File: config.mk
export PLATFORM = sky130hd
export DESIGN_NAME = wwd_top
export DESIGN_NICKNAME = d
export VERILOG_FILES = /design/src/inc/wwd_pkg.sv /design/src/inc/wwd_if.sv /design/src/core/wwd_counter.sv /design/src/core/wwd_top.sv
export SDC_FILE = /design/constraint.sdc
export NUM_CORES = 1
export LEC_CHECK = 0
export ABC_AREA = 1
export BUFFER_PORTS_ARGS = -buffer_cell sky130_fd_sc_hd__buf_4
export CAP_MARGIN = 20
export CORE_MARGIN = 3
export CORE_UTILIZATION = 55
export DETAILED_ROUTE_END_ITERATION = 16
export MAX_ROUTING_LAYER = met4
export PLACE_DENSITY = 0.86
export RECOVER_POWER = 100
export SLEW_MARGIN = 20
export SYNTH_ARGS = -nofsm -noshare
export SYNTH_HDL_FRONTEND = slang
export SYNTH_SLANG_ARGS = --single-unit
File: constraint.sdc
create_clock -name clk -period 4.35 [get_ports clk]
set_input_delay 0.2175 -clock clk [delete_from_list [all_inputs] [get_ports clk]]
set_output_delay 0.2175 -clock clk [all_outputs]
set_load 0.1 [all_outputs]
File: src/inc/wwd_pkg.sv
package wwd_pkg;
  // Counter and prescaler geometry
  localparam int CNT_W = 12;
  localparam int PSC_W = 3;
  localparam int PRE_W = 7;
  localparam int ADDR_W = 8;

  // Register byte offsets
  localparam logic [ADDR_W-1:0] OFS_CTRL = 8'h00;
  localparam logic [ADDR_W-1:0] OFS_RELOAD = 8'h04;
  localparam logic [ADDR_W-1:0] OFS_DELTA = 8'h08;
  localparam logic [ADDR_W-1:0] OFS_KICK = 8'h0c;
  localparam logic [ADDR_W-1:0] OFS_PROT = 8'h10;
  localparam logic [ADDR_W-1:0] OFS_COUNT = 8'h14;
  localparam logic [ADDR_W-1:0] OFS_STATUS = 8'h18;
  localparam logic [ADDR_W-1:0] OFS_MASK = 8'h1c;

  // Control fields
  localparam int CTRL_EN_BIT = 0;
  localparam int CTRL_PSC_LSB = 4;
  localparam int CTRL_DBG_BIT = 8;

  // Status and mask fields
  localparam int ST_W = 3;
  localparam int ST_UNDERFLOW = 0;
  localparam int ST_EARLY = 1;
  localparam int ST_LOCKED_WR = 2;

  // Keys
  localparam logic [15:0] KICK_KEY = 16'hca5e;
  localparam logic [15:0] PROT_KEY = 16'h51a7;
  localparam int PROT_KEY_LSB = 16;

  // Reset values
  localparam logic [CNT_W-1:0] RELOAD_RST = 12'hfff;
  localparam logic [CNT_W-1:0] DELTA_RST = 12'hfff;
  localparam logic [PSC_W-1:0] PSC_RST = 3'h0;

  // Prescaler wrap point: divide by 2**psc
  function automatic logic [PRE_W-1:0] pre_limit(input logic [PSC_W-1:0] psc);
    logic [PRE_W:0] one_hot;
    one_hot = '0;
    one_hot[psc] = 1'b1;
    pre_limit = PRE_W'(one_hot - 1'b1);
  endfunction
endpackage

File: src/inc/wwd_if.sv
`timescale 1ns/1ps
`default_nettype none
interface wwd_if;
  import wwd_pkg::*;
  logic tick;
  logic run;
  logic reload;
  logic [PSC_W-1:0] psc;
  logic [CNT_W-1:0] reload_val;
  logic [CNT_W-1:0] count;
  logic underflow;

  modport ctl(output tick, run, reload, psc, reload_val, input count, underflow);
  modport cnt(input tick, run, reload, psc, reload_val, output count, underflow);
endinterface
`default_nettype wire

File: src/core/wwd_counter.sv
`timescale 1ns/1ps
`default_nettype none
module wwd_counter (
  input wire logic clk,
  input wire logic rst_b,
  wwd_if.cnt cif
);
  import wwd_pkg::*;

  logic [PRE_W-1:0] pre_ff;
  logic [CNT_W-1:0] cnt_ff;
  logic uf_ff;
  logic step;

  // At or past the limit, so a smaller divider set mid-count never waits a full wrap
  assign step = cif.run & cif.tick & (pre_ff >= pre_limit(cif.psc));
  assign cif.count = cnt_ff;
  assign cif.underflow = uf_ff;

  always_ff @(posedge clk or negedge rst_b) begin
    if (!rst_b) begin
      pre_ff <= '0;
    end else if (cif.reload) begin
      pre_ff <= '0;
    end else if (cif.run & cif.tick) begin
      pre_ff <= step ? '0 : PRE_W'(pre_ff + 1'b1);
    end
  end

  always_ff @(posedge clk or negedge rst_b) begin
    if (!rst_b) begin
      cnt_ff <= RELOAD_RST;
    end else if (cif.reload) begin
      cnt_ff <= cif.reload_val;
    end else if (step) begin
      cnt_ff <= (cnt_ff == '0) ? cif.reload_val : CNT_W'(cnt_ff - 1'b1);
    end
  end

  always_ff @(posedge clk or negedge rst_b) begin
    if (!rst_b) begin
      uf_ff <= 1'b0;
    end else begin
      uf_ff <= step & (cnt_ff == '0) & ~cif.reload;
    end
  end
endmodule
`default_nettype wire

File: src/core/wwd_top.sv
// The register offsets and the APB register port were decided locally.
`timescale 1ns/1ps
`default_nettype none
module wwd_top (
  input wire logic clk,
  input wire logic rst_b,
  input wire logic psel,
  input wire logic penable,
  input wire logic pwrite,
  input wire logic [wwd_pkg::ADDR_W-1:0] paddr,
  input wire logic [31:0] pwdata,
  output logic pready,
  output logic [31:0] prdata,
  output logic pslverr,
  input wire logic low_speed_internal_oscillator,
  input wire logic cpu_debug,
  output logic irq,
  output logic sys_rst_req
);
  import wwd_pkg::*;

  wwd_if cif();

  logic [2:0] lsi_sync_ff;
  logic lsi_level_ff;
  logic tick_ff;
  logic en_ff;
  logic dbg_halt_ff;
  logic [PSC_W-1:0] psc_ff;
  logic [CNT_W-1:0] reload_ff;
  logic [CNT_W-1:0] delta_ff;
  logic prot_ff;
  logic [ST_W-1:0] status_ff;
  logic [ST_W-1:0] mask_ff;
  logic pready_ff;
  logic [31:0] prdata_ff;
  logic pslverr_ff;
  logic irq_ff;
  logic rst_req_ff;

  logic setup;
  logic access;
  logic wr;
  logic mapped;
  logic cfg_addr;
  logic cfg_wr_ok;
  logic kick;
  logic early;
  logic [ST_W-1:0] st_set;
  logic [ST_W-1:0] st_clr;
  logic [ST_W-1:0] nxt_status;
  logic [ST_W-1:0] nxt_mask;

  function automatic logic addr_mapped(input logic [ADDR_W-1:0] a);
    case (a)
      OFS_CTRL, OFS_RELOAD, OFS_DELTA, OFS_KICK,
      OFS_PROT, OFS_COUNT, OFS_STATUS, OFS_MASK: addr_mapped = 1'b1;
      default: addr_mapped = 1'b0;
    endcase
  endfunction

  // Oscillator pin crosses into clk; its rising edge is one tick
  always_ff @(posedge clk or negedge rst_b) begin
    if (!rst_b) begin
      lsi_sync_ff <= '0;
      lsi_level_ff <= 1'b0;
      tick_ff <= 1'b0;
    end else begin
      lsi_sync_ff <= {lsi_sync_ff[1:0], low_speed_internal_oscillator};
      if (lsi_sync_ff[1] == lsi_sync_ff[2]) begin
        lsi_level_ff <= lsi_sync_ff[2];
      end
      tick_ff <= (lsi_sync_ff[1] == lsi_sync_ff[2]) & lsi_sync_ff[2] & ~lsi_level_ff;
    end
  end

  assign setup = psel & ~penable;
  assign access = psel & penable & pready_ff;
  assign wr = access & pwrite & ~pslverr_ff;
  assign mapped = addr_mapped(paddr);
  assign cfg_addr = (paddr == OFS_CTRL) | (paddr == OFS_RELOAD) | (paddr == OFS_DELTA);
  assign cfg_wr_ok = wr & cfg_addr & ~prot_ff;
  // Wrong key or a stopped watchdog leaves the counter alone
  assign kick = wr & (paddr == OFS_KICK) & (pwdata[15:0] == KICK_KEY) & en_ff;
  // Count equal to delta already lies inside the window
  assign early = kick & (cif.count > delta_ff);

  assign cif.tick = tick_ff;
  // Halt freezes the prescaler too, so counting resumes in phase
  assign cif.run = en_ff & ~(dbg_halt_ff & cpu_debug);
  assign cif.reload = kick & ~early;
  assign cif.psc = psc_ff;
  assign cif.reload_val = reload_ff;

  wwd_counter u_counter (
    .clk(clk),
    .rst_b(rst_b),
    .cif(cif)
  );

  // Configuration registers
  always_ff @(posedge clk or negedge rst_b) begin
    if (!rst_b) begin
      en_ff <= 1'b0;
      dbg_halt_ff <= 1'b0;
      psc_ff <= PSC_RST;
      reload_ff <= RELOAD_RST;
      delta_ff <= DELTA_RST;
    end else if (cfg_wr_ok) begin
      case (paddr)
        OFS_CTRL: begin
          en_ff <= pwdata[CTRL_EN_BIT];
          dbg_halt_ff <= pwdata[CTRL_DBG_BIT];
          psc_ff <= pwdata[CTRL_PSC_LSB +: PSC_W];
        end
        OFS_RELOAD: begin
          reload_ff <= pwdata[CNT_W-1:0];
        end
        OFS_DELTA: begin
          delta_ff <= pwdata[CNT_W-1:0];
        end
        default: begin
          en_ff <= en_ff;
        end
      endcase
    end
  end

  // Protection switch only moves with the key in the upper half
  always_ff @(posedge clk or negedge rst_b) begin
    if (!rst_b) begin
      prot_ff <= 1'b0;
    end else if (wr & (paddr == OFS_PROT) & (pwdata[PROT_KEY_LSB +: 16] == PROT_KEY)) begin
      prot_ff <= pwdata[0];
    end
  end

  // Sticky events: set beats the read clear in the same cycle
  always_comb begin
    st_set = '0;
    st_set[ST_UNDERFLOW] = cif.underflow;
    st_set[ST_EARLY] = early;
    st_set[ST_LOCKED_WR] = wr & cfg_addr & prot_ff;
    // Read clears only the bits it reported; an event landing in the
    // setup cycle stays pending for the next read
    st_clr = '0;
    if (access & ~pwrite & (paddr == OFS_STATUS)) begin
      st_clr = prdata_ff[ST_W-1:0];
    end
    nxt_status = (status_ff & ~st_clr) | st_set;
    nxt_mask = (wr & (paddr == OFS_MASK)) ? pwdata[ST_W-1:0] : mask_ff;
  end

  always_ff @(posedge clk or negedge rst_b) begin
    if (!rst_b) begin
      status_ff <= '0;
      mask_ff <= '0;
      irq_ff <= 1'b0;
    end else begin
      status_ff <= nxt_status;
      mask_ff <= nxt_mask;
      irq_ff <= |(nxt_status & nxt_mask);
    end
  end

  // One-cycle request to the system reset controller
  always_ff @(posedge clk or negedge rst_b) begin
    if (!rst_b) begin
      rst_req_ff <= 1'b0;
    end else begin
      rst_req_ff <= cif.underflow | early;
    end
  end

  // APB slave: one wait-free access phase, data staged in setup
  always_ff @(posedge clk or negedge rst_b) begin
    if (!rst_b) begin
      pready_ff <= 1'b0;
      pslverr_ff <= 1'b0;
      prdata_ff <= '0;
    end else if (setup) begin
      pready_ff <= 1'b1;
      pslverr_ff <= ~mapped;
      prdata_ff <= '0;
      if (!pwrite) begin
        case (paddr)
          OFS_CTRL: begin
            prdata_ff[CTRL_EN_BIT] <= en_ff;
            prdata_ff[CTRL_DBG_BIT] <= dbg_halt_ff;
            prdata_ff[CTRL_PSC_LSB +: PSC_W] <= psc_ff;
          end
          OFS_RELOAD: prdata_ff[CNT_W-1:0] <= reload_ff;
          OFS_DELTA: prdata_ff[CNT_W-1:0] <= delta_ff;
          OFS_PROT: prdata_ff[0] <= prot_ff;
          OFS_COUNT: prdata_ff[CNT_W-1:0] <= cif.count;
          OFS_STATUS: prdata_ff[ST_W-1:0] <= status_ff;
          OFS_MASK: prdata_ff[ST_W-1:0] <= mask_ff;
          default: prdata_ff <= '0;
        endcase
      end
    end else if (access) begin
      pready_ff <= 1'b0;
      pslverr_ff <= 1'b0;
    end
  end

  assign pready = pready_ff;
  assign prdata = prdata_ff;
  assign pslverr = pslverr_ff;
  assign irq = irq_ff;
  assign sys_rst_req = rst_req_ff;
endmodule
`default_nettype wire

==> impl_metrics.env, run 1 <==
export IMPL_status="complete, but fails checks"
export IMPL_violations="hold timing"
export IMPL_htree_levels=3
export IMPL_worst_endpoint_arrival_ps=3280
export IMPL_diodes=0
export IMPL_cpMostUsedCell="nand2_1"
export IMPL_path_max_fanout=39
export IMPL_nNetsFinal=820
export IMPL_synthTopCellsByArea="dfrtp_1, dfstp_2, nand2_1"
export IMPL_grt_antenna_before_repair=0
export IMPL_ys_flop_type="dfrtp_1"
export IMPL_post_cts_setup_buffers=0
export IMPL_grt_pass1_vias=4433
export IMPL_initial_utilization_pct=57.8
export IMPL_synth_cells=695
export IMPL_cpMaxStageDelayCell="nand2_2"
export IMPL_via_per_inst=5.52
export IMPL_p_per_area_mw_per_mm2=259
export IMPL_syn_area_mm2=0.00514
export IMPL_rsz0062_at_grt="false"
export IMPL_grt_busiest_layer="met2"
export IMPL_areaGrowthSynthToFinish_pct=7.99
export IMPL_drive_above_1_share_pct=14.8
export IMPL_grt_max_degree=78
export IMPL_drv_cap=0
export IMPL_synthDistinctLibCells=42
export IMPL_min_path_type="in -> async"
export IMPL_synth_edf_count=0
export IMPL_path_clk_slew_ps=80
export IMPL_place_hpwl_mm=10.2
export IMPL_critPathLaunchType="flop"
export IMPL_endpoint_kind="flop"
export IMPL_path_cells="inv_1 -> ha_1 -> nand2_1 -> inv_1 -> nand2_1 -> nor2_1 -> nand2_1 -> nand3_1 -> nand2_1 -> nand2_2 -> nand2_1 -> nand2_1 -> nand2_1"
export IMPL_boundaryPins=83
export IMPL_max_slew_margin_rel_pct=21.8
export IMPL_crit_family="simple AND/OR/NAND/NOR gates"
export IMPL_die_w_um=103
export IMPL_ir_drop_uv=158
export IMPL_io_buffers=62
export IMPL_hold_viol=14
export IMPL_yosysWarnings=0
export IMPL_cts_tree="yes"
export IMPL_clk_latency_ps=350
export IMPL_drt_initial_drc_count=372
export IMPL_p_leak_nw=2.82
export IMPL_grtUsageMet2_pct=40.7
export IMPL_grt_pass1_wl_mm=21.1
export IMPL_critPathBufInv=2
export IMPL_route_detailed_drc=0
export IMPL_die_area_mm2=0.0105
export IMPL_period_minus_slack_ps=3000
export IMPL_synth_async_sr_flop_share_pct=100
export IMPL_num_vias=4767
export IMPL_max_stage_delay_ps=600
export IMPL_cts_root_buf="clkbuf_8"
export IMPL_gp_congestion=0.986
export IMPL_dr_pass1_iters=6
export IMPL_hold_ws_ps=-27.8
export IMPL_overflow=0
export IMPL_worstMarginPinSlew_ps=1180
export IMPL_path_class="reg -> reg"
export IMPL_post_drt_wl_per_cell_um=15.4
export IMPL_grtUsageTotal_pct=26.5
export IMPL_clock_sinks=77
export IMPL_syn_area_per_cell_um2=7.39
export IMPL_rows=34
export IMPL_synth_area_leader_cell="dfrtp_1"
export IMPL_core_mm2=0.00889
export IMPL_yosysSeqAreaShare_pct=38.4
export IMPL_max_freq_mhz=333
export IMPL_wl_mm=13.3
export IMPL_ys_seq_elements=77
export IMPL_fin_skew_ps=10.3
export IMPL_die_y_um=103
export IMPL_crit_required_ps=4630
export IMPL_ant_nets=0
export IMPL_final_setup_tns_ps=0
export IMPL_fin_crit_sh_pct=69.0
export IMPL_gr_usage_met1_pct=35.3
export IMPL_slew_viol_final=0
export IMPL_setup_viol=0
export IMPL_met3_usage_pct=4.80
export IMPL_clk_path_buf_depth=2
export IMPL_synth_top_area_share_pct=20.0
export IMPL_cts_buffers=9
[logic make-up (layout without fill, tap and decap cells)]
group / count (synthesis) / count (layout) / synth area share, %
and+or+nand+nor: 382 / 382 / 32.1
buffers and inverters: 122 / 163 / 11.6
AOI/OAI and AO/OA: 80 / 80 / 10.5
DFF: 77 / 77 / 38.4
adders and majority gates: 23 / 23 / 5.60
xor gates and xnor gates: 9 / 9 / 1.53
other: 1 / 20 / 0.0730
muxes: 1 / 1 / 0.219
[cell usage in the layout (no fill, tap or decap), types with 3 or more instances in the layout]
cell,synthesis,final
dfstp_2,36,35
o211ai_1,3,3
conb_1,1,20
a21oi_1,11,11
nand4_1,12,12
dfrtp_1,41,41
xor2_1,8,8
inv_1,77,78
o21ai_2,24,4
ha_1,23,23
o21ai_0,25,46
nand3_1,65,68
inv_2,4,3
clkinv_2,0,4
clkbuf_8,0,9
nor2_1,39,42
nand2_1,243,244
nor3_1,4,5
buf_4,21,45
o22ai_1,5,5
clkbuf_1,7,17
o221ai_1,4,4
[layer usage]
layer	share of wire (%)	vias to the layer above
li1	-	2300
met1	43	2232
met2	47	205
met3	7.7	30
met4	2.6	0
met5	0	-
[final timing paths]
path                                start                endpoint  slack, ps  cells past startpoint
max in group asynchronous           rst_b              mask_ff[2]       3720                      1
setup reg to reg             delta_ff[11]  u_counter.cif.count[8]       1350                     13
hold / removal                      rst_b                 pslverr        -30                      1
setup / recovery             delta_ff[11]  u_counter.cif.count[8]       1350                     13
min in group clk                pwdata[3]       cif.reload_val[3]        130                      3
hold reg to reg            lsi_sync_ff[0]          lsi_sync_ff[1]        360                      0
[power breakdown]
part	total (W)	internal (W)	leakage [nW]	switching, W
sequential	0.000728	0.000723	0.925	0.00000488
combinational	0.000178	0.0000376	1.80	0.000141
clock	0.000533	0.000262	0.0987	0.000271
total	0.00144	0.00102	2.82	0.000416
[final cells by class]
class                           count  area (µm²)
Clock buffer                        9         124
Clock inverter                      7        66.3
Fill cell                         810        3340
Inverter                           82         308
Multi-Input combinational cell    515        2510
Sequential cell                    77        1970
Tap cell                          108         135
Timing Repair Buffer               65         427
[flip-flops by register name, indices dropped and copies added (netlist names), 3 cells and up]
signal / count
lsi_sync_ff: 3
status_ff: 3
cif.psc: 3
u_counter.cif.count: 12
delta_ff: 12
mask_ff: 3
cif.reload_val: 12
prdata: 12
u_counter.pre_ff: 7
[metrics by stage]
step | util, % | std cells | total power (W) | instance area (µm²) | setup slack, ps
2_1_floorplan | - | 714 | 0.000876 | 5210 | 2260
3_3_place_gp | 62.3 | 846 | 0.000921 | 5540 | 1550
3_5_place_dp | 62.3 | 846 | 0.000924 | 5540 | 1420
4_1_cts | 64.5 | 863 | 0.00145 | 5740 | 1370
5_1_grt | 62.4 | 863 | 0.00148 | 5550 | 1010
6_report | 62.4 | 863 | 0.00144 | 5550 | 1350
[cells in the mapped netlist, types with 2 or more instances]
cell / count
nand2_1: 243
inv_1: 77
nand3_1: 65
dfrtp_1: 41
nor2_1: 39
dfstp_2: 36
o21ai_0: 25
o21ai_2: 24
ha_1: 23
buf_4: 21
nand4_1: 12
a21oi_1: 11
xor2_1: 8
buf_6: 7
clkbuf_1: 7
buf_2: 5
o22ai_1: 5
inv_2: 4
nor2_2: 4
nor3_1: 4
o221ai_1: 4
nor2_4: 3
o211ai_1: 3
nand2_2: 2
nand3_4: 2
nor4_1: 2
o21a_1: 2
o21ai_1: 2
[repair_timing]
action	4_1_cts	5_1_grt
setup endpoints to repair	0	0
hold endpoints to repair	1	0
hold buffers	1	0
resized for setup	0	0
No activity file was read; power rests on OpenSTA's default activity.
==> run 2: changes to the inputs <==
- CORE_UTILIZATION: 55 -> 52
- PLACE_DENSITY: 0.86 -> 0.85
- clock period: 4.35 -> 2.6 ns (I/O delays scaled with it)
==> run 2 against run 1 <==
  * The flow finishes with violations (capacitance limit, slew limit)
  * Clock skew grew 0.94 ps
  * Sequential share of layout area down 1.1 points
  * Non-clock buffer count rose by 7
  * Critical path depth fell by 4
  * Via count grew 0.78%
  * Worst setup slack got worse by 1200 ps
  * Highest routed layer unchanged
==> impl_metrics.env, run 2 (synthesis results as in run 1) <==
export IMPL_die_area_mm2=0.0111
export IMPL_setup_viol=0
export IMPL_cpMaxStageDelayCell="dfrtp_1"
export IMPL_grt_antenna_before_repair=0
export IMPL_post_place_ws_ps=359
export IMPL_max_stage_delay_ps=470
export IMPL_rr_startpoint="cif.psc[1]"
export IMPL_ir_drop_uv=286
export IMPL_max_slew_margin_rel_pct=-23.9
export IMPL_r2r_end="u_counter.pre_ff[0]"
export IMPL_fin_area_mm2=0.00573
export IMPL_grt_pass1_vias=4461
export IMPL_diodes=0
export IMPL_cpMostUsedCell="nand2_1"
export IMPL_ff2ff_path_depth=9
export IMPL_min_path_type="in -> reg"
export IMPL_fin_crit_sh_pct=92.9
export IMPL_cts_tree="yes"
export IMPL_route_detailed_drc=0
export IMPL_ant_nets=0
export IMPL_htree_levels=3
export IMPL_nNetsFinal=827
export IMPL_io_buffers=62
export IMPL_grt_pass1_wl_mm=22.2
export IMPL_initial_utilization_pct=54.6
export IMPL_place_hpwl_mm=10.6
export IMPL_grt_max_degree=78
export IMPL_boundaryPins=83
export IMPL_period_minus_slack_ps=2410
export IMPL_via_per_inst=5.39
export IMPL_cts_root_buf="clkbuf_8"
export IMPL_slew_viol_final=78
export IMPL_drv_cap=1
export IMPL_clock_sinks=77
export IMPL_p_leak_nw=2.89
export IMPL_postCtsHoldBufs=2
export IMPL_violations="capacitance limit, slew limit"
export IMPL_die_w_um=105
export IMPL_drive_above_1_share_pct=16.3
export IMPL_crit_required_ps=2890
export IMPL_place_area_mm2=0.00561
export IMPL_p_per_area_mw_per_mm2=477
export IMPL_rsz0062_at_grt="false"
export IMPL_path_class="reg -> reg"
export IMPL_wl_mm=13.7
export IMPL_max_freq_mhz=414
export IMPL_worstMarginPinSlew_ps=1860
export IMPL_min_from="pwdata[3]"
export IMPL_post_cts_setup_buffers=0
export IMPL_core_mm2=0.00942
export IMPL_rows=35
export IMPL_status="complete, but fails checks"
export IMPL_finalWorstSetupSlack_ps=185
export IMPL_clk_path_buf_depth=2
export IMPL_drt_initial_drc_count=412
export IMPL_postLayoutCoreUtil_pct=60.8
export IMPL_die_y_um=105
export IMPL_post_drt_wl_per_cell_um=15.4
export IMPL_clk_latency_ps=360
export IMPL_cts_buffers=9
export IMPL_path_cells="o21ai_0 -> ha_1 -> a21oi_1 -> o21a_1 -> nand2_1 -> o21ai_1 -> clkbuf_2 -> nand4_1 -> nand2_1"
export IMPL_critPathLaunchType="flop"
export IMPL_overflow=0
export IMPL_final_setup_tns_ps=0
export IMPL_finalPower_w=0.00273
export IMPL_dr_pass1_iters=6
export IMPL_hold_path_depth=3
export IMPL_hold_viol=0
export IMPL_layout_commonest_cell="nand2_1"
export IMPL_gp_congestion=0.929
export IMPL_areaGrowthSynthToFinish_pct=11.5
export IMPL_worst_endpoint_arrival_ps=2700
export IMPL_path_max_fanout=16
export IMPL_fin_skew_ps=11.2
export IMPL_endpoint_kind="flop"
export IMPL_post_cts_resize_count=0
export IMPL_final_cell_mix="nand2_1, inv_1, nand3_1, buf_4"
export IMPL_r2r_setup_slack_ps=190
export IMPL_num_vias=4804
export IMPL_path_clk_slew_ps=80
export IMPL_grtUsageTotal_pct=25.6
export IMPL_hold_path_end="delta_ff[3]"
export IMPL_fill_cells=896
-- run 2: cell types whose count changed in the layout (fill, tap and decap cells not counted), moves of 2 or more --
| cell | delta |
|---|---|
| buf_4 | +2 |
| clkbuf_2 | +3 |
| inv_6 | +2 |
| o21ai_2 | +5 |
| nor2_1 | -2 |
| clkinv_2 | -4 |
| bufinv_16 | +3 |
| o21ai_0 | -5 |
-- run 2: stage by stage --
stage / cells / hold slack, ps
6_report: 891 / 19.4
3_3_place_gp: 873 / 241
5_1_grt: 891 / 26.6
2_1_floorplan: 714 / -166
4_1_cts: 891 / 31.0
3_5_place_dp: 873 / 241
-- run 2: cell type report --
type | instances | area [µm²] | share of cell area (%)
clock buffers | 9 | 124 | 2.16
clock inverters | 7 | 145 | 2.53
multi-input cells | 515 | 2550 | 44.5
well taps | 129 | 161 | 2.82
flip-flops and latches | 77 | 1970 | 34.4
repair buffers | 72 | 470 | 8.21
inverters | 82 | 308 | 5.37
-- run 2: report_power, final --
group	switching (W)	leakage, nW	internal, W	total, W
combinational	0.000234	1.83	0.0000637	0.000297
sequential	0.00000751	0.925	0.00121	0.00122
clock	0.000476	0.130	0.000741	0.00122
-- run 2: worst max-delay path, delay by kind of cell, from the launching register on --
family	cells	cell delay, ps
AOI/OAI and AO/OA	4	870
adders and majority gates	1	300
buffers and inverters	1	390
DFF	1	470
and+or+nand+nor	3	320
-- run 2: worst max-delay path by stage --
stage	start	endpoint	slack (ps)	cells after the start
global route	cif.psc[1]	u_counter.pre_ff[0]	80	9
detailed placement	cif.psc[1]	u_counter.cif.count[11]	360	9
global placement	delta_ff[11]	u_counter.cif.underflow	480	11
floorplan	pready	irq	510	9
finish	cif.psc[1]	u_counter.pre_ff[0]	190	9
CTS	cif.psc[1]	u_counter.cif.count[2]	290	9
-- run 2: layer usage --
layer / part of all wire, % / vias to the layer above / track usage [%]
met3: 7.7 / 27 / 4.78
met4: 1.8 / 0 / 6.37
li1: - / 2313 / -
met2: 48 / 203 / 41.0
met5: 0 / - / -
met1: 43 / 2261 / 33.8
